**src/rtl/shrp_regs.svh**
```systemverilog
`ifndef SHRP_REGS_SVH
`define SHRP_REGS_SVH
// bus addresses and command bytes
`define SHRP_OWN_ADDR 7'h5a
`define SHRP_GCALL_ADDR 7'h00
`define SHRP_GCALL_RESET 8'h06
// pointer byte fields
`define SHRP_PTR_HOLD_BIT 6
`define SHRP_PTR_MSB 5
// register file
`define SHRP_REG_COUNT 64
`define SHRP_CMD_REG 6'h18
`define SHRP_REG_RESET 8'h00
// ticks of ref_clk spent in the initialization phase after a reset
`define SHRP_INIT_CYCLES 16'h0040
`endif

```
**src/rtl/shrp_pkg.sv**
```systemverilog
package shrp_pkg;
  typedef enum logic [2:0] {
    SHRP_IDLE, SHRP_ADDR, SHRP_PTR, SHRP_WDATA, SHRP_GCMD, SHRP_RDATA, SHRP_ACK, SHRP_RACK
  } shrp_state_t;
  typedef enum logic [1:0] {SHRP_OFF, SHRP_INIT, SHRP_READY} shrp_mode_t;
  // one access towards the register memory
  typedef struct packed {
    logic we;
    logic [5:0] addr;
    logic [7:0] wdata;
  } shrp_mem_req_t;
endpackage : shrp_pkg

```
**src/rtl/shrp_regmem.sv**
```systemverilog
`timescale 1ns/1ps
`include "shrp_regs.svh"
module shrp_regmem
  import shrp_pkg::*;
#(
  parameter int DEPTH = `SHRP_REG_COUNT
) (
  input wire logic ref_clk,
  input wire logic rst_b,
  input wire shrp_mem_req_t req,
  output logic [7:0] rdata
);
  logic [7:0] mem [DEPTH];
  // contents are cleared by reset so a general-call reset restores defaults
  always_ff @(posedge ref_clk) begin
    if (!rst_b) begin
      for (int i = 0; i < DEPTH; i++) mem[i] <= `SHRP_REG_RESET;
      rdata <= `SHRP_REG_RESET;
    end else begin
      if (req.we) mem[req.addr] <= req.wdata;
      rdata <= mem[req.addr];
    end
  end
endmodule : shrp_regmem

```
**src/rtl/shrp_port.sv**
```systemverilog
`timescale 1ns/1ps
`include "shrp_regs.svh"
// Overview of operation
// - the block answers only to 7-bit address 0x5a and the general-call address 0x00, and never to 10-bit addressing.
// - the general-call address 0x00 is acknowledged and its command byte 0x06 resets the block.
// - in a write the first byte is address, the second loads the pointer, later bytes store.
// - in a read the block drives the register chosen by the pointer for each byte.
// - burst reads and writes walk across contiguous registers in one transfer.
// - pointer bits 5..0 pick the register, bit 6 holds the pointer, bit 7 is zero.
// - the pointer advances after each byte unless the hold flag was set.
// - the interrupt line is only ever pulled low, never driven high.
// - from the cycle after the off state is entered the bus and interrupt pins are released.
// - the general-call reset puts the block off and then straight into initialization.
// - register accesses do not wake the sequencer, except a write to the command register.
module shrp_port
  import shrp_pkg::*;
(
  input wire logic ref_clk,
  input wire logic rst_b,
  input wire logic scl_in,
  input wire logic sda_in,
  output logic sda_out,
  output logic sda_oe,
  output logic scl_out,
  output logic scl_oe,
  input wire logic irq_req,
  output logic int_out,
  output logic int_oe,
  input wire logic off_cmd,
  output logic seq_wake,
  output logic [7:0] seq_cmd,
  output logic init_busy
);
  localparam logic [15:0] INIT_CYCLES = `SHRP_INIT_CYCLES;

  // ****************************************
  // pin sampling
  // ****************************************
  logic scl_s1, scl_s2, scl_d, sda_s1, sda_s2, sda_d;
  always_ff @(posedge ref_clk) begin
    scl_s1 <= scl_in;
    scl_s2 <= scl_s1;
    scl_d <= scl_s2;
    sda_s1 <= sda_in;
    sda_s2 <= sda_s1;
    sda_d <= sda_s2;
  end
  wire scl_rise = scl_s2 & ~scl_d;
  wire scl_fall = ~scl_s2 & scl_d;
  wire start_seen = scl_s2 & scl_d & sda_d & ~sda_s2;
  wire stop_seen = scl_s2 & scl_d & ~sda_d & sda_s2;

  // ****************************************
  // mode control
  // ****************************************
  shrp_mode_t mode;
  logic [15:0] init_cnt;
  logic gc_reset;
  wire bus_live = (mode == SHRP_READY);
  always_ff @(posedge ref_clk) begin
    if (!rst_b) begin
      mode <= SHRP_INIT;
      init_cnt <= '0;
    end else begin
      case (mode)
        SHRP_OFF: begin
          mode <= SHRP_INIT;
          init_cnt <= '0;
        end
        SHRP_INIT: begin
          init_cnt <= init_cnt + 16'h0001;
          if (init_cnt == INIT_CYCLES - 16'h0001) mode <= SHRP_READY;
        end
        SHRP_READY: begin
          if (gc_reset || off_cmd) mode <= SHRP_OFF;
        end
        default: mode <= SHRP_OFF;
      endcase
      if (off_cmd && mode != SHRP_READY) mode <= SHRP_OFF;
    end
  end
  // off_cmd held high keeps the block parked in off; init restarts from count zero on release

  // ****************************************
  // byte engine
  // ****************************************
  shrp_state_t state, after_ack;
  logic [7:0] shreg;
  logic [2:0] bitn;
  logic [5:0] ptr;
  logic hold_ptr, gc_armed, drive_low, ack_pending;
  logic [7:0] rdata;
  shrp_mem_req_t mreq;
  // registers return to their defaults on a general-call reset as well
  wire mem_rst_b = rst_b & ~gc_reset;
  wire byte_done = scl_rise && bitn == 3'd7;
  wire [7:0] rx_byte = {shreg[6:0], sda_s2};
  wire own_hit = rx_byte[7:1] == `SHRP_OWN_ADDR;
  wire gc_hit = rx_byte[7:1] == `SHRP_GCALL_ADDR && !rx_byte[0];
  wire [5:0] ptr_next = hold_ptr ? ptr : ptr + 6'h01;
  wire wr_byte = state == SHRP_WDATA && byte_done;
  assign mreq.we = wr_byte;
  assign mreq.addr = ptr;
  assign mreq.wdata = rx_byte;

  shrp_regmem #(.DEPTH(`SHRP_REG_COUNT)) u_mem (
    .ref_clk(ref_clk),
    .rst_b(mem_rst_b),
    .req(mreq),
    .rdata(rdata)
  );

  always_ff @(posedge ref_clk) begin
    if (!rst_b || !bus_live) begin
      state <= SHRP_IDLE;
      after_ack <= SHRP_IDLE;
      shreg <= 8'h00;
      bitn <= 3'd0;
      ptr <= 6'h00;
      hold_ptr <= 1'b0;
      gc_armed <= 1'b0;
      drive_low <= 1'b0;
      gc_reset <= 1'b0;
      ack_pending <= 1'b0;
    end else begin
      gc_reset <= 1'b0;
      if (start_seen) begin
        state <= SHRP_ADDR;
        bitn <= 3'd0;
        drive_low <= 1'b0;
        gc_armed <= 1'b0;
      end else if (stop_seen) begin
        state <= SHRP_IDLE;
        drive_low <= 1'b0;
      end else begin
        if (scl_rise) begin
          shreg <= rx_byte;
          bitn <= bitn + 3'd1;
        end
        case (state)
          SHRP_ADDR: if (byte_done) begin
            if (own_hit) after_ack <= rx_byte[0] ? SHRP_RDATA : SHRP_PTR;
            else if (gc_hit) after_ack <= SHRP_GCMD;
            ack_pending <= own_hit | gc_hit;
            state <= (own_hit | gc_hit) ? SHRP_ACK : SHRP_IDLE;
          end
          SHRP_PTR: if (byte_done) begin
            ptr <= rx_byte[`SHRP_PTR_MSB:0];
            hold_ptr <= rx_byte[`SHRP_PTR_HOLD_BIT];
            ack_pending <= 1'b1;
            after_ack <= SHRP_WDATA;
            state <= SHRP_ACK;
          end
          SHRP_WDATA: if (byte_done) begin
            ptr <= ptr_next;
            ack_pending <= 1'b1;
            after_ack <= SHRP_WDATA;
            state <= SHRP_ACK;
          end
          SHRP_GCMD: if (byte_done) begin
            gc_armed <= rx_byte == `SHRP_GCALL_RESET;
            ack_pending <= 1'b1;
            after_ack <= SHRP_IDLE;
            state <= SHRP_ACK;
          end
          SHRP_ACK: begin
            if (scl_fall && ack_pending) begin
              drive_low <= 1'b1;
              ack_pending <= 1'b0;
            end else if (scl_fall) begin
              drive_low <= after_ack == SHRP_RDATA ? ~rdata[7] : 1'b0;
              // reset only after the ack clock, so the host still sees the byte taken
              gc_reset <= gc_armed;
              gc_armed <= 1'b0;
              shreg <= rdata;
              bitn <= 3'd0;
              state <= after_ack;
            end
          end
          SHRP_RDATA: if (scl_fall) begin
            // shreg shifts on every rise, so the next bit out is always in bit 7
            drive_low <= bitn == 3'd0 ? 1'b0 : ~shreg[7];
            if (bitn == 3'd0) begin
              state <= SHRP_RACK;
              ptr <= ptr_next;
            end
          end
          SHRP_RACK: if (scl_rise) begin
            bitn <= 3'd0;
            // host nack ends the read
            state <= sda_s2 ? SHRP_IDLE : SHRP_ACK;
            after_ack <= SHRP_RDATA;
          end
          default: state <= SHRP_IDLE;
        endcase
      end
    end
  end

  // ****************************************
  // pins and sequencer hooks
  // ****************************************
  // only command writes wake
  wire cmd_write = wr_byte && ptr == `SHRP_CMD_REG;
  always_ff @(posedge ref_clk) begin
    if (!rst_b) begin
      sda_out <= 1'b0;
      sda_oe <= 1'b0;
      scl_out <= 1'b0;
      scl_oe <= 1'b0;
      int_out <= 1'b0;
      int_oe <= 1'b0;
      seq_wake <= 1'b0;
      seq_cmd <= 8'h00;
      init_busy <= 1'b1;
    end else begin
      sda_oe <= drive_low & bus_live;
      int_oe <= irq_req & bus_live;
      seq_wake <= cmd_write;
      if (cmd_write) seq_cmd <= rx_byte;
      init_busy <= mode != SHRP_READY;
    end
  end

  // ****************************************
  // checks
  // ****************************************
  own_addr_a: assert property (@(posedge ref_clk) disable iff (!rst_b)
    (state == SHRP_ADDR && byte_done && !own_hit && !gc_hit) |=> state == SHRP_IDLE)
    else $error("foreign address not ignored");
  gcall_reset_a: assert property (@(posedge ref_clk) disable iff (!rst_b)
    gc_reset |=> mode == SHRP_OFF)
    else $error("general call reset not taken");
  ptr_load_a: assert property (@(posedge ref_clk) disable iff (!rst_b)
    (state == SHRP_PTR && byte_done && !start_seen && !stop_seen && bus_live)
    |=> ptr == shreg[5:0] && hold_ptr == shreg[6])
    else $error("pointer not loaded");
  ptr_walk_a: assert property (@(posedge ref_clk) disable iff (!rst_b)
    (wr_byte && !start_seen && !stop_seen && bus_live) |=> ptr == $past(ptr_next))
    else $error("pointer step wrong");
  int_low_a: assert property (@(posedge ref_clk) disable iff (!rst_b)
    int_out == 1'b0 && scl_out == 1'b0 && sda_out == 1'b0)
    else $error("pin driven high");
  off_release_a: assert property (@(posedge ref_clk) disable iff (!rst_b)
    mode == SHRP_OFF |=> !sda_oe && !int_oe)
    else $error("pins not released");
  reset_init_a: assert property (@(posedge ref_clk) disable iff (!rst_b)
    mode == SHRP_OFF && !off_cmd |=> mode == SHRP_INIT ##1 init_busy)
    else $error("off not followed by init");
  wake_cmd_a: assert property (@(posedge ref_clk) disable iff (!rst_b)
    seq_wake |-> $past(cmd_write))
    else $error("wake without command write");
  ack_drive_a: assert property (@(posedge ref_clk) disable iff (!rst_b)
    (state == SHRP_ACK && scl_fall && ack_pending) |=> drive_low ##1 sda_oe)
    else $error("ack not driven");
  wr_cov_c: cover property (@(posedge ref_clk) wr_byte);
  rd_cov_c: cover property (@(posedge ref_clk) state == SHRP_RACK);
  gc_cov_c: cover property (@(posedge ref_clk) gc_reset);
endmodule : shrp_port

```
**config.mk**
```make
export PLATFORM = sky130hd
export DESIGN_NAME = shrp_port
export DESIGN_NICKNAME = d
export VERILOG_FILES = /design/src/rtl/shrp_pkg.sv /design/src/rtl/shrp_regmem.sv /design/src/rtl/shrp_port.sv
export VERILOG_INCLUDE_DIRS = /design/src /design/src/rtl
export SDC_FILE = /design/constraint.sdc
export NUM_CORES = 1
export LEC_CHECK = 0
export ABC_CLOCK_PERIOD_IN_PS = 3190
export BUFFER_PORTS_ARGS = -buffer_cell sky130_fd_sc_hd__buf_2
export CAP_MARGIN = 5
export CORE_UTILIZATION = 41
export DETAILED_ROUTE_END_ITERATION = 6
export GPL_TIMING_DRIVEN = 1
export HOLD_SLACK_MARGIN = 0.06
export PLACE_DENSITY_LB_ADDON = 0.08
export SYNTH_ARGS = -nofsm -noshare
export SYNTH_HDL_FRONTEND = slang
export SYNTH_SLANG_ARGS = --single-unit
```
**constraint.sdc**
```tcl
create_clock -name ref_clk -period 3.19 [get_ports ref_clk]
set_input_delay 0.319 -clock ref_clk [delete_from_list [all_inputs] [get_ports ref_clk]]
set_output_delay 0.319 -clock ref_clk [all_outputs]
set_load 0.01 [all_outputs]
```
# After elaboration in Yosys (flattened, before gate mapping)
# Memory sizes are Yosys's and may differ from the RTL's. A register that Yosys moved wholly into a read port is not among the register bits.
# Cells that the tools add are included.
[totals] ff_bits=64 ramBits=512 in_bits=6 elab_cells=193 n_memories=1
[op_classes] add_sub_neg=3 n_eq_ne=41 muxes=61 bitwise_logic=23 reduce_logical=39
[memory_table] memory="u_mem.mem" words=64 width=8 rd=1 rd_clocked_by_memory_dff=1 wr=64 line="shrp_regmem.sv:13" rtl="logic [7:0] mem [DEPTH];"
[ops] op="$mux W3" count=20
[ops] op="$mux W8" count=5
[ops] op="$mux W6" count=6
[ops] op="$pmux W16 S2" count=1
[ops] op="$ne A2 B2 Y1 const B" count=12
[ops] op="$ne A4 B4 Y1 const B" count=6
[ops] op="$reduce_and A7 Y1" count=3
[ops] op="$mux W1" count=19
[ops] op="$eq A3 B3 Y1 const B" count=6
[ops] op="$pmux W6 S3" count=1
[ops] op="$add A16 B1 Y16 const B" count=1
[ops] op="$eq A16 B6 Y1 const B" count=1
[ops] op="$pmux W3 S5" count=1
[ops] op="$not A1 Y1" count=12
[ops] op="$pmux W3 S4" count=1
[ops] op="$and A1 B1 Y1" count=10
[ops] op="$ne A3 B3 Y1 const B" count=3
[ops] op="$eq A8 B3 Y1 const B" count=1
[ops] op="$reduce_and A8 Y1" count=1
[ops] op="$reduce_or A8 Y1" count=1
[ops] op="$eq A7 B7 Y1 const B" count=1
[ops] op="$logic_not A7 Y1" count=1
[ops] op="$add A6 B1 Y6 const B" count=1
[ops] op="$eq A3 B2 Y1 const B" count=2
[ops] op="30 further kinds" count=51

# Longest topological paths before layout
[depth] depth_word=9 depth_mapped=10 ltp_nobuf=8

# Hierarchy
# Synthesis repeated with hierarchy kept, for this count alone.
[unflattened] cells_unflattened=2240 area_unflattened_um2=27791.7
[by_module_without_submodules] module="shrp_regmem" instances=1 cells_each=1871 area_per_inst_um2=24544.8 seq_area_each_um2=15534.9
[by_module_without_submodules] module="shrp_port" instances=1 cells_each=369 area_per_inst_um2=3246.9 seq_area_each_um2=1281.2

# Least setup slack after synthesis
# No wires, ideal clock.
[synth_timing] kind="register to register" from="reg bitn[0]" to="mem u_mem.mem[12][0], enable pin" setup_time_ps=384 arrival_ps=2543 required_time_ps=2806 setup_slack_ps=263 stages_incl_launch_ff=11 period_less_slack_ps=2927 path_cell_list="dfxtp_1 ha_1 ha_1 and3b_1 clkbuf_1 nand3_1 nor2_1 nand2_1 clkbuf_1 clkbuf_1 o21ai_0"
[synth_lines] item="from (decl)" line="shrp_port.sv:89" rtl="logic [2:0] bitn;"
[synth_lines] item="from (signal assigned)" line="shrp_port.sv:138" rtl="bitn <= bitn + 3'd1;"
[synth_lines] item="to (decl)" line="shrp_regmem.sv:13"

==> flow_summary.html <==
<table>
<tr><th>Metric</th><th>Value</th></tr>
<tr><th colspan="2">Route</th></tr>
<tr><td>Vias per std cell</td><td>5.614</td></tr>
<tr><td>Post-route ant nets</td><td>0</td></tr>
<tr><td>Number of DRC markers in iteration 0</td><td>1,572</td></tr>
<tr><td>Total length of routed wires</td><td>74,500 um</td></tr>
<tr><td>DRC violation count after routing</td><td>0</td></tr>
<tr><td>Routed length per placed instance</td><td>23.89 um</td></tr>
<tr><td>Via count</td><td>17,503</td></tr>
<tr><td>Iteration count of the initial detailed-routing pass</td><td>6</td></tr>
<tr><th colspan="2">Floorplan</th></tr>
<tr><td>Placement Rows</td><td>93</td></tr>
<tr><td>Overall die area</td><td>66,500 sq um</td></tr>
<tr><td>Number of top-level pins</td><td>22</td></tr>
<tr><td>Core Region</td><td>64,580 sq um</td></tr>
<tr><td>Overall die width</td><td>257.9 um</td></tr>
<tr><td>Initial core utilization</td><td>41.57%</td></tr>
<tr><td>Chip height</td><td>257.9 um</td></tr>
<tr><th colspan="2">GRT</th></tr>
<tr><td>Overall routing resource usage</td><td>22.76%</td></tr>
<tr><td>Busiest layer in global routing</td><td>met2</td></tr>
<tr><td>Vias in the first global route</td><td>17,616</td></tr>
<tr><td>Pin count of the biggest net entering global routing</td><td>71</td></tr>
<tr><td>First-pass GRT wire length</td><td>113,200 um</td></tr>
<tr><td>Antenna violations before repair</td><td>0</td></tr>
<tr><td>Leftover overflow at the end of global routing</td><td>0</td></tr>
<tr><td>Routing usage on met2</td><td>36.24%</td></tr>
<tr><td>Grt met3 use</td><td>3.426%</td></tr>
<tr><td>GR Layer Usage met1</td><td>31.90%</td></tr>
<tr><th colspan="2">Yosys</th></tr>
<tr><td>Post-synthesis instance area</td><td>26,840 sq um</td></tr>
<tr><td>Total of warnings raised by yosys</td><td>0</td></tr>
<tr><td>Syn_area_per_cell</td><td>12.38 sq um</td></tr>
<tr><td>Main combinational cell family by area after synthesis</td><td>simple AND/OR/NAND/NOR gates</td></tr>
<tr><td>Xor and xnor area share after synthesis</td><td>0.5873%</td></tr>
<tr><td>Post-synth EDFFs</td><td>512</td></tr>
<tr><td>Area share of fa/ha/maj cells after synthesis</td><td>0.3636%</td></tr>
<tr><td>Main flop type after synthesis</td><td>sky130_fd_sc_hd__edfxtp_1</td></tr>
<tr><td>Multiplexer area fraction after synthesis</td><td>5.514%</td></tr>
<tr><td>Fraction of the yosys area taken by sequential cells</td><td>62.64%</td></tr>
<tr><td>Yosys top cell by area</td><td>sky130_fd_sc_hd__edfxtp_1</td></tr>
<tr><td>Cell types with the largest area share after synthesis</td><td>sky130_fd_sc_hd__edfxtp_1 (57%), sky130_fd_sc_hd__and2_1 (11%), sky130_fd_sc_hd__dfxtp_1 (5.4%)</td></tr>
<tr><td>Post-synthesis share of cell area spent on and, or, nand and nor gates</td><td>17.87%</td></tr>
<tr><td>Compound-cell area share of the yosys netlist</td><td>10.10%</td></tr>
<tr><td>Synth async-reset ratio</td><td>0%</td></tr>
<tr><td>Register bit count reported by yosys</td><td>584</td></tr>
<tr><td>Cell count after synthesis</td><td>2,169</td></tr>
<tr><td>Portion of synthesized cell area occupied by the leading cell type</td><td>57.27%</td></tr>
<tr><td>Number of different library cells in the post-synthesis netlist</td><td>69</td></tr>
<tr><th colspan="2">Timing</th></tr>
<tr><td>Setup clock skew after layout</td><td>0.02175 ns</td></tr>
<tr><td>Final critical delay including setup and external delays</td><td>3.104 ns</td></tr>
<tr><td>Setup total negative slack</td><td>0 ns</td></tr>
<tr><td>Relative slew slack</td><td>25.28%</td></tr>
<tr><td>Unrepaired setup endpoints after global routing</td><td>no</td></tr>
<tr><td>Final-report hold violation count</td><td>0</td></tr>
<tr><td>Final worst path period share</td><td>97.32%</td></tr>
<tr><td>Final setup fails</td><td>0</td></tr>
<tr><td>Final number of max-transition violations</td><td>0</td></tr>
<tr><td>Peak Freq</td><td>0.3221 GHz</td></tr>
<tr><td>Slew of the pin with the lowest slew margin</td><td>1.113 ns</td></tr>
<tr><th colspan="2">Place</th></tr>
<tr><td>DP HPWL</td><td>48,380 um</td></tr>
<tr><td>Count of buffers inserted at the top-level ports</td><td>17</td></tr>
<tr><td>Gpl congestion</td><td>0.8294</td></tr>
<tr><td>Placed instance count</td><td>3,003</td></tr>
<tr><th colspan="2">Pwr</th></tr>
<tr><td>Static leakage</td><td>10.21 nW</td></tr>
<tr><td>Worst vdd rail ir drop</td><td>0.0003897 V</td></tr>
<tr><td>Pwr per Cell Area</td><td>533.8 nW/um^2</td></tr>
<tr><td>Final total power</td><td>16.29 mW</td></tr>
<tr><th colspan="2">Final layout</th></tr>
<tr><td>Share of cells above drive strength 1</td><td>13.70%</td></tr>
<tr><td># nets final</td><td>2,234</td></tr>
<tr><td>Signed area change from the synthesized netlist to the final layout</td><td>13.68%</td></tr>
<tr><td>Final core utilization</td><td>47.25%</td></tr>
<tr><td>Count of antenna diodes in the layout</td><td>0</td></tr>
<tr><td>Non-filler instance count after layout</td><td>3,118</td></tr>
<tr><th colspan="2">Outcome</th></tr>
<tr><td>Status</td><td>completed</td></tr>
<tr><th colspan="2">Flow run</th></tr>
<tr><td>Number of max-cap violations</td><td>0</td></tr>
<tr><th colspan="2">Clock network</th></tr>
<tr><td>Max H-tree Level</td><td>3</td></tr>
<tr><td>Number of buffers created by CTS</td><td>66</td></tr>
<tr><td>Buffers inserted during post-CTS setup optimization</td><td>0</td></tr>
<tr><td>Clock tree from TritonCTS</td><td>yes</td></tr>
<tr><td>Worst-skew pair later-pin latency</td><td>0.60 ns</td></tr>
<tr><td>Buffer cell driving the clock tree root</td><td>sky130_fd_sc_hd__clkbuf_16</td></tr>
<tr><td>Largest buffer count on any clock path</td><td>3</td></tr>
<tr><td>CTS Sinks</td><td>584</td></tr>
<tr><td>Clock transition at the register clock pins on the worst setup and hold paths after CTS</td><td>0.06 ns</td></tr>
<tr><th colspan="2">Critical path</th></tr>
<tr><td>Critical-path cell list</td><td>and3b_1 &gt; a22o_1 &gt; a211oi_1 &gt; o22ai_1 &gt; nor4b_1 &gt; a31oi_1</td></tr>
<tr><td>Crit path capture type</td><td>flop</td></tr>
<tr><td>Largest incremental delay on the critical path</td><td>0.73 ns</td></tr>
<tr><td>Largest delay share family, worst path</td><td>simple AND/OR/NAND/NOR gates</td></tr>
<tr><td>Crit path kind</td><td>flop to flop</td></tr>
<tr><td>Worst path bufs/invs</td><td>0</td></tr>
<tr><td>Worst-path cell with the longest stage delay</td><td>sky130_fd_sc_hd__nor4b_1</td></tr>
<tr><td>Critical Path Source Type</td><td>flop</td></tr>
<tr><td>Critical Path AT</td><td>3.55 ns</td></tr>
<tr><td>Maximum net fanout on the critical path</td><td>19</td></tr>
<tr><td>Endpoint required time on the critical path</td><td>3.63 ns</td></tr>
<tr><th colspan="2">Min path</th></tr>
<tr><td>Type of the tightest min-delay check</td><td>flop to flop</td></tr>
</table>
-- synth_stat cells (36+ instances only) --
library cell	count
sky130_fd_sc_hd__edfxtp_1	512
sky130_fd_sc_hd__and2_1	458
sky130_fd_sc_hd__clkbuf_1	159
sky130_fd_sc_hd__nor2_1	143
sky130_fd_sc_hd__a22oi_1	92
sky130_fd_sc_hd__nor3_1	86
sky130_fd_sc_hd__o21ai_0	86
sky130_fd_sc_hd__dfxtp_1	72
sky130_fd_sc_hd__mux2i_1	68
sky130_fd_sc_hd__nand2_1	62
sky130_fd_sc_hd__a21oi_1	46
sky130_fd_sc_hd__o22ai_1	37
sky130_fd_sc_hd__a22o_1	36
-- power by group --
part / total [mW] / internal, mW / switching (mW)
Sequential: 8.75 / 8.63 / 0.119
Combinational: 0.428 / 0.157 / 0.271
Clock: 7.11 / 4.17 / 2.94
-- path summary, 6_finish.rpt --
kind / from / end / slack [ns] / cells after the start
worst min-delay path: sda_s1 / sda_s2 / 0.33 / 0
worst max register to register: ptr[1] / u_mem.rdata[7] / 0.09 / 6
worst max-delay path: ptr[1] / u_mem.rdata[7] / 0.09 / 6
worst min register to register: sda_s1 / sda_s2 / 0.33 / 0
-- per-stage QoR --
step | instance area [sq um] | hold slack (ns) | setup WS (ns)
2_1_floorplan | 26860 | 0.3096 | 0.2631
3_3_place_gp | 28470 | 0.3126 | 0.002759
3_5_place_dp | 28470 | 0.3120 | 0.07743
4_1_cts | 30500 | 0.3225 | 0.07493
5_1_grt | 30520 | 0.3319 | 0.03149
6_report | 30520 | 0.3251 | 0.08551
-- layout make-up --
type	count	area (sq um)
clock buffers	93	1847
clock inverters	17	132.6
fillers	5840	34060
inverters	11	41.29
multi-input cells	1389	9316
flip-flops and latches	584	16830
well taps	855	1070
repair buffers	169	1276
-- flip-flops by register name, summed over array words and instances, names as in the netlist, 2 cells and up --
signal and cells:
state 3, ptr 6, seq_cmd 8, init_cnt 16, shreg 8, u_mem.mem 512
u_mem.rdata 8, after_ack 3, mode 2, bitn 3
-- layout by cell type (no fill, tap or decap), types with 10 or more instances in the layout --
master	netlist	routed
sky130_fd_sc_hd__o221ai_1	11	11
sky130_fd_sc_hd__clkinv_1	2	10
sky130_fd_sc_hd__mux4_2	35	35
sky130_fd_sc_hd__buf_4	4	144
sky130_fd_sc_hd__and2_1	458	457
sky130_fd_sc_hd__o22ai_1	37	37
sky130_fd_sc_hd__a22oi_1	92	92
sky130_fd_sc_hd__a221oi_1	25	25
sky130_fd_sc_hd__nand2b_1	10	10
sky130_fd_sc_hd__nor2_1	143	142
sky130_fd_sc_hd__a21oi_1	46	46
sky130_fd_sc_hd__a22o_1	36	36
sky130_fd_sc_hd__nor3_1	86	86
sky130_fd_sc_hd__nor2b_1	22	19
sky130_fd_sc_hd__clkbuf_1	159	21
sky130_fd_sc_hd__xor2_1	11	11
sky130_fd_sc_hd__edfxtp_1	512	512
sky130_fd_sc_hd__a211oi_1	23	23
sky130_fd_sc_hd__nand2_1	62	62
sky130_fd_sc_hd__nand3_1	17	17
sky130_fd_sc_hd__mux2i_1	68	68
sky130_fd_sc_hd__dfxtp_1	72	62
sky130_fd_sc_hd__buf_2	14	17
sky130_fd_sc_hd__clkbuf_16	0	69
sky130_fd_sc_hd__o21ai_0	86	86
-- worst register-to-register path, stage by stage (launching register included) --
cell and delay [ns]:
sky130_fd_sc_hd__dfxtp_2 0.67, sky130_fd_sc_hd__and3b_1 0.52, sky130_fd_sc_hd__a22o_1 0.36, sky130_fd_sc_hd__a211oi_1 0.28
sky130_fd_sc_hd__o22ai_1 0.22, sky130_fd_sc_hd__nor4b_1 0.74, sky130_fd_sc_hd__a31oi_1 0.16
-- routing by layer --
layer / routed length (um) / part of all wire, %
met1: 33460 / 45
met2: 34950 / 47
met3: 4151 / 5.6
met4: 1941 / 2.6
met5: 0 / 0
-- what timing repair did --
| item | 4_1_cts | 5_1_grt |
|---|---|---|
| endpoints found under the setup margin | 0 | 3 |
| endpoints found under the hold margin | 5 | 0 |
| hold buffers | 5 | 0 |
| gates resized for setup | 0 | 3 |
-- cell families after synthesis --
group	Yosys count
simple gates	857
mux	104
xor+xnor	18
flops	584
compound gates	398
other cells	1
buf+inv	199
fa+ha+maj	8
No activity file was read; power rests on OpenSTA's default activity.
